[src/shared/dup_pkg.sv]
// constants, register map and carrier types for the dual serial channel block
package dup_pkg;
  // clock and rate limits
  localparam int unsigned CLK_HZ           = 250000000;
  localparam int unsigned MAX_BAUD         = 115200;
  localparam int unsigned MIN_BAUD         = 300;
  localparam int unsigned OVERSAMPLE       = 16;
  localparam int unsigned MID_SAMPLE       = 8;
  // prescale per oversample tick: 384/16, 64/16, 32/16, the first two halved when doubled
  localparam logic [4:0]  PRESC_T1         = 5'h18;
  localparam logic [4:0]  PRESC_T1_DBL     = 5'h0c;
  localparam logic [4:0]  PRESC_GEN0       = 5'h04;
  localparam logic [4:0]  PRESC_GEN0_DBL   = 5'h02;
  localparam logic [4:0]  PRESC_GEN1       = 5'h02;
  localparam logic [1:0]  T1_RELOAD_TOP    = 2'h3;
  // register offsets
  localparam logic [15:0] ADDR_POWER_CTRL  = 16'h0087;
  localparam logic [15:0] ADDR_BAUD_CTRL   = 16'h00d8;
  localparam logic [15:0] ADDR_MISC_CTRL   = 16'hfff1;
  localparam logic [15:0] ADDR_CH0_CTRL    = 16'h009b;
  localparam logic [15:0] ADDR_CH0_DATA    = 16'h009c;
  localparam logic [15:0] ADDR_CH1_CTRL    = 16'h009d;
  localparam logic [15:0] ADDR_CH1_DATA    = 16'h009e;
  localparam logic [15:0] ADDR_CH0_REL_LO  = 16'h00aa;
  localparam logic [15:0] ADDR_CH0_REL_HI  = 16'h00ba;
  localparam logic [15:0] ADDR_CH1_REL_LO  = 16'h00ab;
  localparam logic [15:0] ADDR_CH1_REL_HI  = 16'h00bb;
  // field positions
  localparam int unsigned PWR_DOUBLE_BIT   = 7;
  localparam int unsigned PWR_GF1_BIT      = 3;
  localparam int unsigned PWR_GF0_BIT      = 2;
  localparam int unsigned PWR_STOP_BIT     = 1;
  localparam int unsigned PWR_IDLE_BIT     = 0;
  localparam int unsigned BAUD_SRC_BIT     = 7;
  localparam int unsigned MISC_LPBK_BIT    = 1;
  localparam int unsigned MISC_SEL_BIT     = 0;
  localparam int unsigned CTL_NINE_BIT     = 7;
  localparam int unsigned CTL_TWO_STOP_BIT = 6;
  localparam int unsigned CTL_RX_EN_BIT    = 4;
  localparam int unsigned CTL_TX_NINTH_BIT = 3;
  localparam int unsigned CTL_RX_NINTH_BIT = 2;
  localparam int unsigned CTL_TX_DONE_BIT  = 1;
  localparam int unsigned CTL_RX_DONE_BIT  = 0;
  // reset values
  localparam logic [7:0]  RST_REG          = 8'h00;
  localparam logic [9:0]  RST_RELOAD       = 10'h000;

  typedef struct packed {
    logic       nine_bit;
    logic       two_stop;
    logic       rx_enable;
    logic       tx_ninth;
  } dup_cfg_type;

  typedef struct packed {
    logic [15:0] addr;
    logic        wr;
    logic        rd;
    logic [7:0]  wdata;
  } dup_req_type;
endpackage : dup_pkg

[src/verilog/dup_serial.sv]
// dual serial channels sharing one pin pair, with rate generators and control registers

// oversample tick generator: prescaler then 10-bit reload counter
module dup_rate_gen (
  // clock and reset
  input  wire logic       clock,
  input  wire logic       rst_n,
  // setting
  input  wire logic [4:0] presc,
  input  wire logic [9:0] reload,
  // tick out
  output logic            tick
);
  import dup_pkg::*;
  logic [4:0] pre_cnt;
  logic [9:0] rel_cnt;
  logic       pre_end;

  assign pre_end = (pre_cnt >= presc - 5'h01);

  always_ff @(posedge clock or negedge rst_n) begin
    if (!rst_n) pre_cnt <= 5'h00;
    else if (pre_end) pre_cnt <= 5'h00;
    else pre_cnt <= pre_cnt + 5'h01;
  end

  // counts from reload up to all ones: 1024 - reload prescaled steps
  always_ff @(posedge clock or negedge rst_n) begin
    if (!rst_n) begin
      rel_cnt <= 10'h000;
      tick    <= 1'b0;
    end else begin
      tick <= 1'b0;
      if (pre_end) begin
        if (rel_cnt == 10'h3ff) begin
          rel_cnt <= reload;
          tick    <= 1'b1;
        end else begin
          rel_cnt <= rel_cnt + 10'h001;
        end
      end
    end
  end
endmodule : dup_rate_gen

// one asynchronous channel, 16x oversampled, lsb first
module dup_channel (
  // clock and reset
  input  wire logic               clock,
  input  wire logic               rst_n,
  // timing and setup
  input  wire logic               tick,
  input  wire dup_pkg::dup_cfg_type cfg,
  // transmit side
  input  wire logic               tx_start,
  input  wire logic [7:0]         tx_data,
  output logic                    txd,
  output logic                    tx_done,
  // receive side
  input  wire logic               rxd,
  output logic                    rx_done,
  output logic [7:0]              rx_data,
  output logic                    rx_ninth
);
  import dup_pkg::*;
  logic [11:0] tx_shift;
  logic [3:0]  tx_bits;
  logic [3:0]  tx_sub;
  logic [3:0]  rx_sub;
  logic [3:0]  rx_idx;
  logic        rx_busy;
  logic [9:0]  rx_shift;
  logic [3:0]  rx_total;

  // frame: start, 8 data, optional ninth, one or two stops
  always_ff @(posedge clock or negedge rst_n) begin
    if (!rst_n) begin
      tx_shift <= 12'hfff;
      tx_bits  <= 4'h0;
      tx_sub   <= 4'h0;
      txd      <= 1'b1;
      tx_done  <= 1'b0;
    end else begin
      tx_done <= 1'b0;
      if (tx_bits == 4'h0) begin
        txd <= 1'b1;
        if (tx_start) begin
          tx_shift <= cfg.nine_bit ? {2'b11, cfg.tx_ninth, tx_data, 1'b0}
                                   : {3'b111, tx_data, 1'b0};
          tx_bits  <= 4'd10 + {3'h0, cfg.nine_bit} + {3'h0, cfg.two_stop};
          tx_sub   <= 4'h0;
        end
      end else if (tick) begin
        txd <= tx_shift[0];
        if (tx_sub == 4'hf) begin
          tx_shift <= {1'b1, tx_shift[11:1]};
          tx_bits  <= tx_bits - 4'h1;
          tx_done  <= (tx_bits == 4'h1);
        end
        tx_sub <= tx_sub + 4'h1;
      end
    end
  end

  assign rx_total = 4'd9 + {3'h0, cfg.nine_bit};

  always_ff @(posedge clock or negedge rst_n) begin
    if (!rst_n) begin
      rx_busy  <= 1'b0;
      rx_sub   <= 4'h0;
      rx_idx   <= 4'h0;
      rx_shift <= 10'h000;
      rx_done  <= 1'b0;
      rx_data  <= 8'h00;
      rx_ninth <= 1'b0;
    end else begin
      rx_done <= 1'b0;
      if (!rx_busy) begin
        if (cfg.rx_enable && tick && !rxd) begin
          rx_busy <= 1'b1;
          rx_sub  <= 4'h1;
          rx_idx  <= 4'h0;
        end
      end else if (tick) begin
        rx_sub <= rx_sub + 4'h1;
        if (rx_sub == 4'(MID_SAMPLE - 1)) begin
          if (rx_idx == 4'h0 && rxd) begin
            rx_busy <= 1'b0; // false start
          end else if (rx_idx == rx_total) begin
            rx_busy  <= 1'b0;
            rx_done  <= rxd;
            rx_data  <= cfg.nine_bit ? rx_shift[8:1] : rx_shift[9:2];
            rx_ninth <= cfg.nine_bit ? rx_shift[9] : rxd;
          end else begin
            rx_shift <= {rxd, rx_shift[9:1]};
            rx_idx   <= rx_idx + 4'h1;
          end
        end
      end
    end
  end
endmodule : dup_channel

// Functional notes
// - two independent channels, only one attached to the pin pair
// - a misc control bit picks which channel uses the pins
// - link runs at rates up to 115200 bits per second
// - device shifts each byte out least significant bit first
// - parity, one or two stop bits, 300 to 115200
// - channel 0 eight-bit or nine-bit frame, timed by generator or timer 1
// - channel 1 frame with ninth bit, own generator only
// - timer 1 rate is 2^double times clock over 384*(256-timer1 high)
// - channel 0 generator rate is 2^double times clock over 64*(1024-reload)
// - reload is high register bits 1:0 over low register bits 7:0
// - power control bit 7 doubles channel 0 rate
// - software writes and reads the ninth bit for eight-bit parity frames
// - parity of serial data offered to the cpu parity flag
// - power control bit 1 requests cpu stop
// - power control bit 0 requests cpu idle
// - power control bits 3 and 2 are plain flags, register resets to zero
// - select bit 1 routes channel 1, 0 routes channel 0
// - loopback feeds channel 0 to 1 at select 0, 1 to 0 at select 1
// - baud control bit 7 picks timer 1 at 0, generator at 1
module dup_serial (
  // clock and reset
  input  wire logic        clock,
  input  wire logic        rst_n,
  // cpu register port
  input  wire dup_pkg::dup_req_type req,
  output logic [7:0]       rdata,
  // timer 1 high byte from the core
  input  wire logic [7:0]  timer1_high_byte,
  // serial pins
  input  wire logic        rxd_pin,
  output logic             txd_pin,
  // cpu power requests
  output logic             cpu_stop_req,
  output logic             cpu_idle_req,
  // parity of received data for the accumulator flag
  output logic             chan0_parity,
  output logic             chan1_parity
);
  import dup_pkg::*;
  logic [7:0]  power_control_reg;
  logic [7:0]  baud_control_reg;
  logic [7:0]  misc_control_zero;
  logic [7:0]  ctrl0;
  logic [7:0]  ctrl1;
  logic [7:0]  buf0;
  logic [7:0]  buf1;
  logic [7:0]  rel0_lo;
  logic [1:0]  rel0_hi;
  logic [7:0]  rel1_lo;
  logic [1:0]  rel1_hi;
  logic [9:0]  chan0_reload_value;
  logic [9:0]  chan1_reload_value;
  logic        rx_meta;
  logic        rx_sync;
  logic        dbl;
  logic        src_gen;
  logic        sel;
  logic        lpbk;
  logic [4:0]  presc0;
  logic [9:0]  reload0;
  logic        tick0;
  logic        tick1;
  logic        tx0;
  logic        tx1;
  logic        rx0_in;
  logic        rx1_in;
  logic        tx0_done;
  logic        tx1_done;
  logic        rx0_done;
  logic        rx1_done;
  logic [7:0]  rx0_data;
  logic [7:0]  rx1_data;
  logic        rx0_ninth;
  logic        rx1_ninth;
  dup_cfg_type cfg0;
  dup_cfg_type cfg1;
  logic        wr_ctrl0;
  logic        wr_ctrl1;
  logic        start0;
  logic        start1;

  assign dbl     = power_control_reg[PWR_DOUBLE_BIT];
  assign src_gen = baud_control_reg[BAUD_SRC_BIT];
  assign sel     = misc_control_zero[MISC_SEL_BIT];
  assign lpbk    = misc_control_zero[MISC_LPBK_BIT];
  assign chan0_reload_value = {rel0_hi, rel0_lo};
  assign chan1_reload_value = {rel1_hi, rel1_lo};
  assign wr_ctrl0 = req.wr && req.addr == ADDR_CH0_CTRL;
  assign wr_ctrl1 = req.wr && req.addr == ADDR_CH1_CTRL;
  assign start0   = req.wr && req.addr == ADDR_CH0_DATA;
  assign start1   = req.wr && req.addr == ADDR_CH1_DATA;

  // power control: stop and idle are one-cycle requests
  always_ff @(posedge clock or negedge rst_n) begin
    if (!rst_n) begin
      power_control_reg <= RST_REG;
      cpu_stop_req      <= 1'b0;
      cpu_idle_req      <= 1'b0;
    end else begin
      cpu_stop_req <= 1'b0;
      cpu_idle_req <= 1'b0;
      if (req.wr && req.addr == ADDR_POWER_CTRL) begin
        power_control_reg <= req.wdata & 8'h8c;
        cpu_stop_req      <= req.wdata[PWR_STOP_BIT];
        cpu_idle_req      <= req.wdata[PWR_IDLE_BIT];
      end
    end
  end

  always_ff @(posedge clock or negedge rst_n) begin
    if (!rst_n) begin
      baud_control_reg  <= RST_REG;
      misc_control_zero <= RST_REG;
    end else begin
      if (req.wr && req.addr == ADDR_BAUD_CTRL) baud_control_reg <= req.wdata & 8'h80;
      if (req.wr && req.addr == ADDR_MISC_CTRL) misc_control_zero <= req.wdata & 8'h83;
    end
  end

  always_ff @(posedge clock or negedge rst_n) begin
    if (!rst_n) begin
      rel0_lo <= RST_RELOAD[7:0];
      rel0_hi <= RST_RELOAD[9:8];
      rel1_lo <= RST_RELOAD[7:0];
      rel1_hi <= RST_RELOAD[9:8];
    end else if (req.wr) begin
      if (req.addr == ADDR_CH0_REL_LO) rel0_lo <= req.wdata;
      if (req.addr == ADDR_CH0_REL_HI) rel0_hi <= req.wdata[1:0];
      if (req.addr == ADDR_CH1_REL_LO) rel1_lo <= req.wdata;
      if (req.addr == ADDR_CH1_REL_HI) rel1_hi <= req.wdata[1:0];
    end
  end

  // control regs; hardware set of done flags wins over a clearing write
  always_ff @(posedge clock or negedge rst_n) begin
    if (!rst_n) begin
      ctrl0 <= RST_REG;
      ctrl1 <= RST_REG;
    end else begin
      if (wr_ctrl0) ctrl0 <= req.wdata & 8'hdf;
      if (rx0_done) ctrl0[CTL_RX_NINTH_BIT] <= rx0_ninth;
      if (tx0_done) ctrl0[CTL_TX_DONE_BIT] <= 1'b1;
      if (rx0_done) ctrl0[CTL_RX_DONE_BIT] <= 1'b1;
      if (wr_ctrl1) ctrl1 <= req.wdata & 8'h5f;
      ctrl1[CTL_NINE_BIT] <= 1'b1;
      if (rx1_done) ctrl1[CTL_RX_NINTH_BIT] <= rx1_ninth;
      if (tx1_done) ctrl1[CTL_TX_DONE_BIT] <= 1'b1;
      if (rx1_done) ctrl1[CTL_RX_DONE_BIT] <= 1'b1;
    end
  end

  always_ff @(posedge clock or negedge rst_n) begin
    if (!rst_n) begin
      buf0 <= RST_REG;
      buf1 <= RST_REG;
    end else begin
      if (rx0_done) buf0 <= rx0_data;
      if (rx1_done) buf1 <= rx1_data;
    end
  end

  // parity of the last received byte for the cpu flag
  always_ff @(posedge clock or negedge rst_n) begin
    if (!rst_n) begin
      chan0_parity <= 1'b0;
      chan1_parity <= 1'b0;
    end else begin
      chan0_parity <= ^buf0;
      chan1_parity <= ^buf1;
    end
  end

  // read data registered one cycle after the read strobe
  always_ff @(posedge clock or negedge rst_n) begin
    if (!rst_n) rdata <= 8'h00;
    else if (req.rd) begin
      case (req.addr)
        ADDR_POWER_CTRL: rdata <= power_control_reg;
        ADDR_BAUD_CTRL:  rdata <= baud_control_reg;
        ADDR_MISC_CTRL:  rdata <= misc_control_zero;
        ADDR_CH0_CTRL:   rdata <= ctrl0;
        ADDR_CH1_CTRL:   rdata <= ctrl1;
        ADDR_CH0_DATA:   rdata <= buf0;
        ADDR_CH1_DATA:   rdata <= buf1;
        ADDR_CH0_REL_LO: rdata <= rel0_lo;
        ADDR_CH0_REL_HI: rdata <= {6'h00, rel0_hi};
        ADDR_CH1_REL_LO: rdata <= rel1_lo;
        ADDR_CH1_REL_HI: rdata <= {6'h00, rel1_hi};
        default:         rdata <= 8'h00;
      endcase
    end
  end

  // rate selection; timer 1 path reuses the reload counter as 256 - high byte
  always_comb begin
    if (src_gen) begin
      presc0  = dbl ? PRESC_GEN0_DBL : PRESC_GEN0;
      reload0 = chan0_reload_value;
    end else begin
      presc0  = dbl ? PRESC_T1_DBL : PRESC_T1;
      reload0 = {T1_RELOAD_TOP, timer1_high_byte};
    end
  end

  dup_rate_gen u_rate0 (
    .clock  (clock),
    .rst_n  (rst_n),
    .presc  (presc0),
    .reload (reload0),
    .tick   (tick0)
  );

  dup_rate_gen u_rate1 (
    .clock  (clock),
    .rst_n  (rst_n),
    .presc  (PRESC_GEN1),
    .reload (chan1_reload_value),
    .tick   (tick1)
  );

  assign cfg0 = '{nine_bit:  ctrl0[CTL_NINE_BIT],
                  two_stop:  ctrl0[CTL_TWO_STOP_BIT],
                  rx_enable: ctrl0[CTL_RX_EN_BIT],
                  tx_ninth:  ctrl0[CTL_TX_NINTH_BIT]};
  assign cfg1 = '{nine_bit:  1'b1,
                  two_stop:  ctrl1[CTL_TWO_STOP_BIT],
                  rx_enable: ctrl1[CTL_RX_EN_BIT],
                  tx_ninth:  ctrl1[CTL_TX_NINTH_BIT]};

  dup_channel u_chan0 (
    .clock    (clock),
    .rst_n    (rst_n),
    .tick     (tick0),
    .cfg      (cfg0),
    .tx_start (start0),
    .tx_data  (req.wdata),
    .txd      (tx0),
    .tx_done  (tx0_done),
    .rxd      (rx0_in),
    .rx_done  (rx0_done),
    .rx_data  (rx0_data),
    .rx_ninth (rx0_ninth)
  );

  dup_channel u_chan1 (
    .clock    (clock),
    .rst_n    (rst_n),
    .tick     (tick1),
    .cfg      (cfg1),
    .tx_start (start1),
    .tx_data  (req.wdata),
    .txd      (tx1),
    .tx_done  (tx1_done),
    .rxd      (rx1_in),
    .rx_done  (rx1_done),
    .rx_data  (rx1_data),
    .rx_ninth (rx1_ninth)
  );

  // receive pin synchroniser
  always_ff @(posedge clock or negedge rst_n) begin
    if (!rst_n) begin
      rx_meta <= 1'b1;
      rx_sync <= 1'b1;
    end else begin
      rx_meta <= rxd_pin;
      rx_sync <= rx_meta;
    end
  end

  // pin routing, idle level one for the unattached receiver
  always_comb begin
    if (lpbk) begin
      rx0_in = sel ? tx1 : 1'b1;
      rx1_in = sel ? 1'b1 : tx0;
    end else begin
      rx0_in = sel ? 1'b1 : rx_sync;
      rx1_in = sel ? rx_sync : 1'b1;
    end
  end

  always_ff @(posedge clock or negedge rst_n) begin
    if (!rst_n) txd_pin <= 1'b1;
    else txd_pin <= sel ? tx1 : tx0;
  end
endmodule : dup_serial

[config.mk]
export PLATFORM = sky130hd
export DESIGN_NAME = dup_serial
export DESIGN_NICKNAME = d
export VERILOG_FILES = /design/src/shared/dup_pkg.sv /design/src/verilog/dup_serial.sv
export SDC_FILE = /design/constraint.sdc
export NUM_CORES = 1
export LEC_CHECK = 0
export ABC_AREA = 1
export BUFFER_PORTS_ARGS = -buffer_cell sky130_fd_sc_hd__buf_2
export CAP_MARGIN = 5
export CORE_AREA = 2 2 127 154
export DETAILED_ROUTE_END_ITERATION = 12
export DIE_AREA = 0 0 129 156
export PLACE_DENSITY = 0.72
export SLEW_MARGIN = 0
export SYNTH_ARGS = -nofsm -noshare
export SYNTH_HDL_FRONTEND = slang
export SYNTH_SLANG_ARGS = --single-unit
[constraint.sdc]
create_clock -name clock -period 3.9 [get_ports clock]
set_input_delay 0.195 -clock clock [delete_from_list [all_inputs] [get_ports clock]]
set_output_delay 0.195 -clock clock [all_outputs]
set_load 0.02 [all_outputs]
==> reports/results.tsv, run 1 <==
stage	metric	value	unit
clock_network	cts_tree	yes	
setup_path	max_stage_delay	470	ps
global_routing	globalRoute.totalOverflow	0	
sta	hold_violations	0	
drt	drc	0	
setup_path	critPathRequiredTime	4230	ps
min_path	holdPathStages	3	
logic_synthesis	synthTopCellsByArea	dfrtp_1 43%, nand2_1 14%, dfstp_2 6.5%	
logic_synthesis	synth_warnings	0	
sta	drv_slew	0	
clock_network	clockBufferDepth	2	
drt	via_per_inst	5.155	
setup_path	crit_cells	10	
setup_path	crit_arrival	2670	ps
drt	drt-initial-drc-count	527	
floorplan	chipHeight	156	µm
setup_path	crit_slowest_cell	nand2_1	
placement	io_buffer_count	49	
drt	avgRoutedWirePerCell	13.93	µm
global_routing	antenna_found_initial	0	
sta	fmax	425.7	MHz
drt	ant_nets	0	
logic_synthesis	synth_edf_count	0	
logic_synthesis	synth_top_area_share	43.39	%
drt	drt_wl_total	21.78	mm
global_routing	use_met2	38.04	%
finish	antennaDiodeCount	0	
logic_synthesis	ys_seq_area_share	49.89	%
run_status	outcome	finished clean	
floorplan	die_area	20120	µm²
sta	fin_skew	11.74	ps
finish	nFillCells	1665	
setup_path	cp-start-kind	flip-flop	
setup_path	worst-path-buf-inv	3	
finish	multi_input_area	4457	µm²
setup_path	critical-path-top-delay-family	simple AND/OR/NAND/NOR gates	
clock_network	root_buffer	clkbuf_16	
global_routing	track_usage	23.11	%
floorplan	num_rows	55	
sta	rsz0062_at_grt	no	
floorplan	die-width	129	µm
logic_synthesis	ys_types	43	
clock_network	numCtsBuffers	17	
drt	drt_pre_antenna_iters	5	
sta	finalCriticalPeriod	2349	ps
finish	area_growth	11.26	%
logic_synthesis	synthCells	1250	
setup_path	worstSetupEndpointType	flip-flop	
sta	report.final.setup_viol	0	
drt	route.vias.total	8058	
sta	period_share	60.23	%
setup_path	critPathKind	reg -> reg	
clock_network	post_cts_buffers	0	
global_routing	use_met1	30.63	%
setup_path	ff2ff_path_depth	10	
clock_network	insertion_delay	440	ps
min_path	min_path_type	in -> reg	
power	power_leakage	5.488	nW
clock_network	clock-sinks	200	
logic_synthesis	post_synth.cell_area_avg	8.075	µm²
floorplan	start_util	54.12	%
finish	drive_above_1_share	11.09	%
finish	ff_latch_area	5036	µm²
floorplan	pin_count	50	
run	maxCapViolations	0	
setup_path	cp_max_fo	23	
logic_synthesis	synthesis.area	10090	µm²
logic_synthesis	yosys_most_used_dff	dfrtp_1	
global_routing	grt_pass1_wl	36.87	mm
setup_path	crit_top_cell	nand2_1	
clock_network	cts.htree.levels	4	
logic_synthesis	async_reset_ff_share	100.0	%
power	finalPower	0.004627	W
logic_synthesis	ys_seq_elements	200	
sta	worst-slew-pin-transition	952.6	ps
global_routing	busiest_layer	met2	
finish	fin_util	60.21	%
global_routing	grt_util_met3	3.909	%
sta	slew_headroom	36.50	%
logic_synthesis	yosys.area.top_type	dfrtp_1	
placement	dp_hpwl	15.77	mm
clock_network	cts_resized	0	
placement	place_congestion	0.8812	
power	ir_drop	0.3217	mV
power	p_per_area	412.0	nW/µm²
global_routing	first_global_vias	7701	
global_routing	grt_max_degree	120	
clock_network	path_clk_slew	70	ps
setup_path	crit_chain	inv_1 -> ha_1 -> nand2_1 -> inv_2 -> nor2_1 -> inv_2 -> o21ai_4 -> nand2_4 -> nand2_1 -> nand2_1	
sta	finalSetupTns	0	ps
floorplan	core_area	18650	µm²
finish	nNetsFinal	1354	
## placed cells by master (no fill, tap or decap), drive strengths merged, types with 2 or more instances in the layout
cell type    count
buf             52
nand3          117
mux2i            4
o21ai          143
bufinv           4
xnor2           15
dfrtp          175
nor4             2
xor2            22
clkbuf          21
nand4           14
ha              23
nor3            12
clkinv           6
nand2          396
nor2           106
a21oi           17
a31oi           11
conb             3
o211ai           7
dlygate4sd3      4
inv            120
dfstp           25
or2              3
## tightest hold or removal path: stages
cell     delay (ps)
buf_2           110
nand2_1          60
a31oi_1          80
## worst paths after layout
kind	slack [ps]	from	endpoint
max in group asynchronous	2570	rst_n	u_chan0.tx_shift[3]
worst max register to register	1550	u_chan1.tx_bits[0]	u_chan1.tx_bits[0]
worst min-delay path	10	req[5]	u_chan0.tx_shift[6]
min in group asynchronous	430	rst_n	u_rate0.rel_cnt[5]
worst max-delay path	1550	u_chan1.tx_bits[0]	u_chan1.tx_bits[0]
worst min register to register	360	rx_meta	rx_sync
## where the power goes
part / total [W] / internal, W / switching (W)
clock network: 0.00190 / 0.00110 / 0.000795
registers: 0.00227 / 0.00218 / 0.0000953
logic: 0.000452 / 0.000172 / 0.000280
## per-stage QoR
stage                     instance area (µm²)  worst slack (ps)  instances  hold slack, ps
after CTS                               11230              1547       1563           2.958
after floorplan                         10100              1914       1251          -100.6
after detailed placement                10550              1560       1527           302.6
after global placement                  10550              1652       1527           307.3
after global routing                    11230              1286       1563           6.794
final                                   11230              1551       1563           13.00
## synthesized netlist by cell type (6+ instances only)
| cell type | count |
|---|---|
| dfrtp_1 | 175 |
| nand3_1 | 115 |
| nor2_1 | 95 |
| o21ai_1 | 15 |
| dfstp_2 | 25 |
| nor3_1 | 9 |
| o21ai_0 | 127 |
| xor2_1 | 22 |
| inv_1 | 112 |
| clkbuf_1 | 17 |
| nand2_1 | 386 |
| nand2_2 | 7 |
| nand4_1 | 12 |
| a21oi_1 | 17 |
| a31oi_1 | 11 |
| buf_2 | 8 |
| xnor2_1 | 15 |
| nor2_4 | 6 |
| ha_1 | 23 |
| o211ai_1 | 7 |
## final cells by class
cell class / instances / area share [%]
clock buffer: 20 / 3.978
sequential: 200 / 44.85
inverter: 118 / 3.944
clock inverter: 12 / 1.694
timing repair buffer: 57 / 2.997
multi-input combinational: 900 / 39.69
tap: 256 / 2.852
## metal layers
metal | routed length [µm] | vias to the layer above | part of all wire, %
met2 | 10400 | 139 | 48
met1 | 10050 | 3762 | 46
met3 | 712 | 40 | 3.3
met4 | 609 | 0 | 2.8
li1 | - | 4117 | -
met5 | 0 | - | 0
## cell families after synthesis
logic type | after synthesis | share of synthesized area, %
compound gates | 179 | 9.322
xor+xnor | 37 | 3.211
fa+ha+maj | 23 | 2.851
buf+inv | 151 | 5.987
flops | 200 | 49.89
mux | 5 | 0.5083
other cells | 2 | 0.07440
simple gates | 653 | 28.15
## what timing repair did
action	CTS	global route
hold buffers	4	0
setup endpoints to repair	0	0
endpoints found under the hold margin	106	0
Note: power is estimated with default switching activity, not from simulation.
==> run 2: changes to the inputs <==
--- a/config.mk
+++ b/config.mk
@@ -5,12 +5,12 @@
 export SDC_FILE = /design/constraint.sdc
 export NUM_CORES = 1
 export LEC_CHECK = 0
-export ABC_AREA = 1
+export ABC_AREA = 0
 export BUFFER_PORTS_ARGS = -buffer_cell sky130_fd_sc_hd__buf_2
 export CAP_MARGIN = 5
-export CORE_AREA = 2 2 127 154
+export CORE_AREA = 2 2 126 152
 export DETAILED_ROUTE_END_ITERATION = 12
-export DIE_AREA = 0 0 129 156
+export DIE_AREA = 0 0 128 154
 export PLACE_DENSITY = 0.72
 export SLEW_MARGIN = 0
 export SYNTH_ARGS = -nofsm -noshare
==> constraint.sdc (replaced) <==
create_clock -name clock -period 2.2 [get_ports clock]
set_input_delay 0.11 -clock clock [delete_from_list [all_inputs] [get_ports clock]]
set_output_delay 0.11 -clock clock [all_outputs]
set_load 0.02 [all_outputs]
==> run 2 against run 1 <==
Cell area is 2.1% higher. Fmax is 8.7% higher. Largest power group unchanged. Die area is 2.0% lower. Highest routed layer unchanged.
==> reports/results.tsv, run 2 <==
stage	metric	value	unit	change
logic_synthesis	synth_warnings	0		unchanged
logic_synthesis	yosys.area.top_type	dfrtp_1		unchanged
drt	drt_wl_total	23.03	mm	was 21.78 mm
floorplan	core_area	18110	µm²	was 18650 µm²
global_routing	first_global_vias	7196		was 7701
clock_network	clockBufferDepth	2		unchanged
floorplan	pin_count	50		unchanged
floorplan	die_area	19710	µm²	was 20120 µm²
logic_synthesis	ys_seq_elements	200		unchanged
clock_network	root_buffer	clkbuf_16		unchanged
clock_network	path_clk_slew	70	ps	about the same
logic_synthesis	ys_seq_area_share	51.26	%	was 49.89%
power	ir_drop	0.5984	mV	was 0.3217 mV
global_routing	track_usage	24.23	%	was 23.11%
global_routing	antenna_found_initial	0		unchanged
logic_synthesis	synth_top_area_share	44.57	%	was 43.39%
global_routing	globalRoute.totalOverflow	0		unchanged
setup_path	worstSetupEndpointType	flip-flop		unchanged
drt	drc	0		unchanged
power	power_leakage	5.422	nW	was 5.488 nW
setup_path	critPathRequiredTime	2520	ps	was 4230 ps
power	p_per_area	711.5	nW/µm²	was 412.0 nW/µm²
placement	io_buffer_count	49		unchanged
placement	place_congestion	0.8786		was 0.8812
clock_network	cts_tree	yes		unchanged
setup_path	crit_arrival	2480	ps	was 2670 ps
sta	fin_skew	7.940	ps	was 11.74 ps
finish	nNetsFinal	1073		was 1354
setup_path	cp-start-kind	flip-flop		unchanged
power	comb_power_share	10.7	%	was 9.8%
placement	place_area	10700	µm²	was 10550 µm²
min_path	min_path_type	in -> reg		unchanged
drt	avgRoutedWirePerCell	18.42	µm	was 13.93 µm
drt	route.vias.total	7424		was 8058
drt	via_per_inst	5.939		was 5.155
clock_network	numCtsBuffers	17		unchanged
finish	area_growth	16.66	%	was 11.26%
clock_network	insertion_delay	440	ps	about the same
logic_synthesis	post_synth.cell_area_avg	10.80	µm²	was 8.075 µm²
finish	fin_util	63.29	%	was 60.21%
floorplan	die-width	128	µm	was 129 µm
power	p_int	0.006009	W	was 0.003456 W
sta	report.final.setup_viol	0		unchanged
sta	fmax	462.9	MHz	was 425.7 MHz
sta	drv_slew	0		unchanged
floorplan	start_util	54.26	%	was 54.12%
setup_path	critPathKind	reg -> reg		unchanged
sta	worst-slew-pin-transition	471.2	ps	was 952.6 ps
power	sw_frac_of_total	26.31	%	was 25.30%
clock_network	clock-sinks	200		unchanged
sta	slew_headroom	67.78	%	was 36.50%
finish	fin_area	11460	µm²	was 11230 µm²
global_routing	grt_max_degree	69		was 120
global_routing	grt_pass1_wl	37.25	mm	was 36.87 mm
drt	drt-initial-drc-count	440		was 527
logic_synthesis	yosys_most_used_dff	dfrtp_1		unchanged
logic_synthesis	synth_most_common_cell	dfrtp_1		was nand2_1
drt	ant_nets	0		unchanged
floorplan	chipHeight	154	µm	was 156 µm
finish	final_cell_mix	175 x dfrtp_1, 96 x mux2_2, 83 x nand2_1		was 386 x nand2_1, 175 x dfrtp_1, 127 x o21ai_0
power	clockPowerShare	39.3	%	was 41.1%
placement	dp_hpwl	16.72	mm	was 15.77 mm
logic_synthesis	synthCells	910		was 1250
sta	rsz0062_at_grt	no		unchanged
clock_network	cts.htree.levels	4		unchanged
setup_path	cp_max_fo	9		was 23
logic_synthesis	ys_types	71		was 43
power	p_seq_share	50.0	%	was 49.2%
logic_synthesis	synth_edf_count	0		unchanged
sta	period_share	98.20	%	was 60.23%
finish	drive_above_1_share	27.97	%	was 11.09%
finish	layout_commonest_cell	dfrtp_1		was nand2_1
logic_synthesis	synthesis.area	9824	µm²	was 10090 µm²
floorplan	num_rows	54		was 55
power	p_switching	0.002146	W	was 0.001171 W
logic_synthesis	synthTopCellsByArea	dfrtp_1 45%, mux2_2 11%, dfstp_2 6.7%		was dfrtp_1 43%, nand2_1 14%, dfstp_2 6.5%
sta	finalCriticalPeriod	2160	ps	was 2349 ps
logic_synthesis	synth.top_cells.by_count	175 x dfrtp_1, 96 x mux2_2, 83 x nand2_1, 61 x nor2_1, 49 x o21ai_0		was 386 x nand2_1, 175 x dfrtp_1, 127 x o21ai_0, 115 x nand3_1, 112 x inv_1
run	maxCapViolations	0		unchanged
finish	antennaDiodeCount	0		unchanged
run_status	outcome	finished clean		unchanged
sta	hold_violations	0		unchanged
logic_synthesis	async_reset_ff_share	100.0	%	unchanged
drt	drt_pre_antenna_iters	7		was 5
## run 2: per-stage QoR
stage | std cells | total power (W) | setup WS [ps] | hold WS (ps) | TNS [ps]
final | 1250 | 0.008155 | 39.66 | 26.91 | 0
after global routing | 1250 | 0.008507 | 7.373 | 31.05 | 0
after global placement | 1205 | 0.004959 | -99.25 | 41.43 | -908.2
after CTS | 1245 | 0.008211 | 22.53 | 17.90 | 0
after detailed placement | 1205 | 0.004998 | -142.3 | 47.40 | -1311
after floorplan | 911 | 0.004648 | -156.4 | -185.6 | -1147
## run 2: repair_timing
| item | in CTS | in global routing |
|---|---|---|
| setup endpoints to repair | 0 | 11 |
| endpoints found under the hold margin | 148 | 0 |
| gates resized for setup | 0 | 11 |
| buffers inserted | 0 | 5 |
| hold buffers | 8 | 0 |
## run 2: path summary, 6_finish.rpt
| path | to | start | slack [ps] | cells past startpoint |
|---|---|---|---|---|
| max | u_chan1.tx_bits[0] | u_chan1.tx_bits[1] | 40 | 7 |
| min | u_rate0.rel_cnt[0] | timer1_high_byte[0] | 30 | 3 |
| max reg2reg | u_chan1.tx_bits[0] | u_chan1.tx_bits[1] | 40 | 7 |
| min reg2reg | rx_sync | rx_meta | 370 | 0 |
| max in group asynchronous | ctrl1[6] | rst_n | 1240 | 3 |
| min in group asynchronous | u_rate0.pre_cnt[2] | rst_n | 130 | 2 |
## run 2: cell families after synthesis
family,share of synthesized area (%)
adder cells (fa/ha/maj),2.929
XOR/XNOR,2.407
flip-flops,51.26
AND/OR/NAND/NOR,16.39
AO/OA/AOI/OAI,9.641
multiplexers,14.37
buffers and inverters,2.929
other,0.07644
## run 2: per-layer routing
metal	routed length, µm	global-route usage [%]
met5	0	0
met2	11660	41.56
met4	645	8.896
met3	873	4.280
met1	9845	30.70
## run 2: power by group through the flow
stage / clock (W) / sequential, W / combinational (W)
floorplan: 0 / 0.00409 / 0.000555
global placement: 0 / 0.00413 / 0.000827
detailed placement: 0 / 0.00414 / 0.000861
CTS: 0.00327 / 0.00407 / 0.000876
global route: 0.00341 / 0.00411 / 0.000984
finish: 0.00321 / 0.00407 / 0.000872
## run 2: area by class of cell
cell class / count / area, µm²
Clock buffer: 18 / 439.2
Timing Repair Buffer: 122 / 870.8
Sequential cell: 200 / 5036
Multi-Input combinational cell: 639 / 4549
Inverter: 33 / 123.9
Clock inverter: 14 / 161.4
Fill cell: 1451 / 6646
Tap cell: 224 / 280.3
## run 2: worst max-delay path, stage by stage, from the launching register on
cell and delay [ps]:
dfrtp_1 420, inv_2 90, ha_4 130, or3b_4 380, or4_4 580, buf_4 190
o211ai_1 160, o31ai_1 90
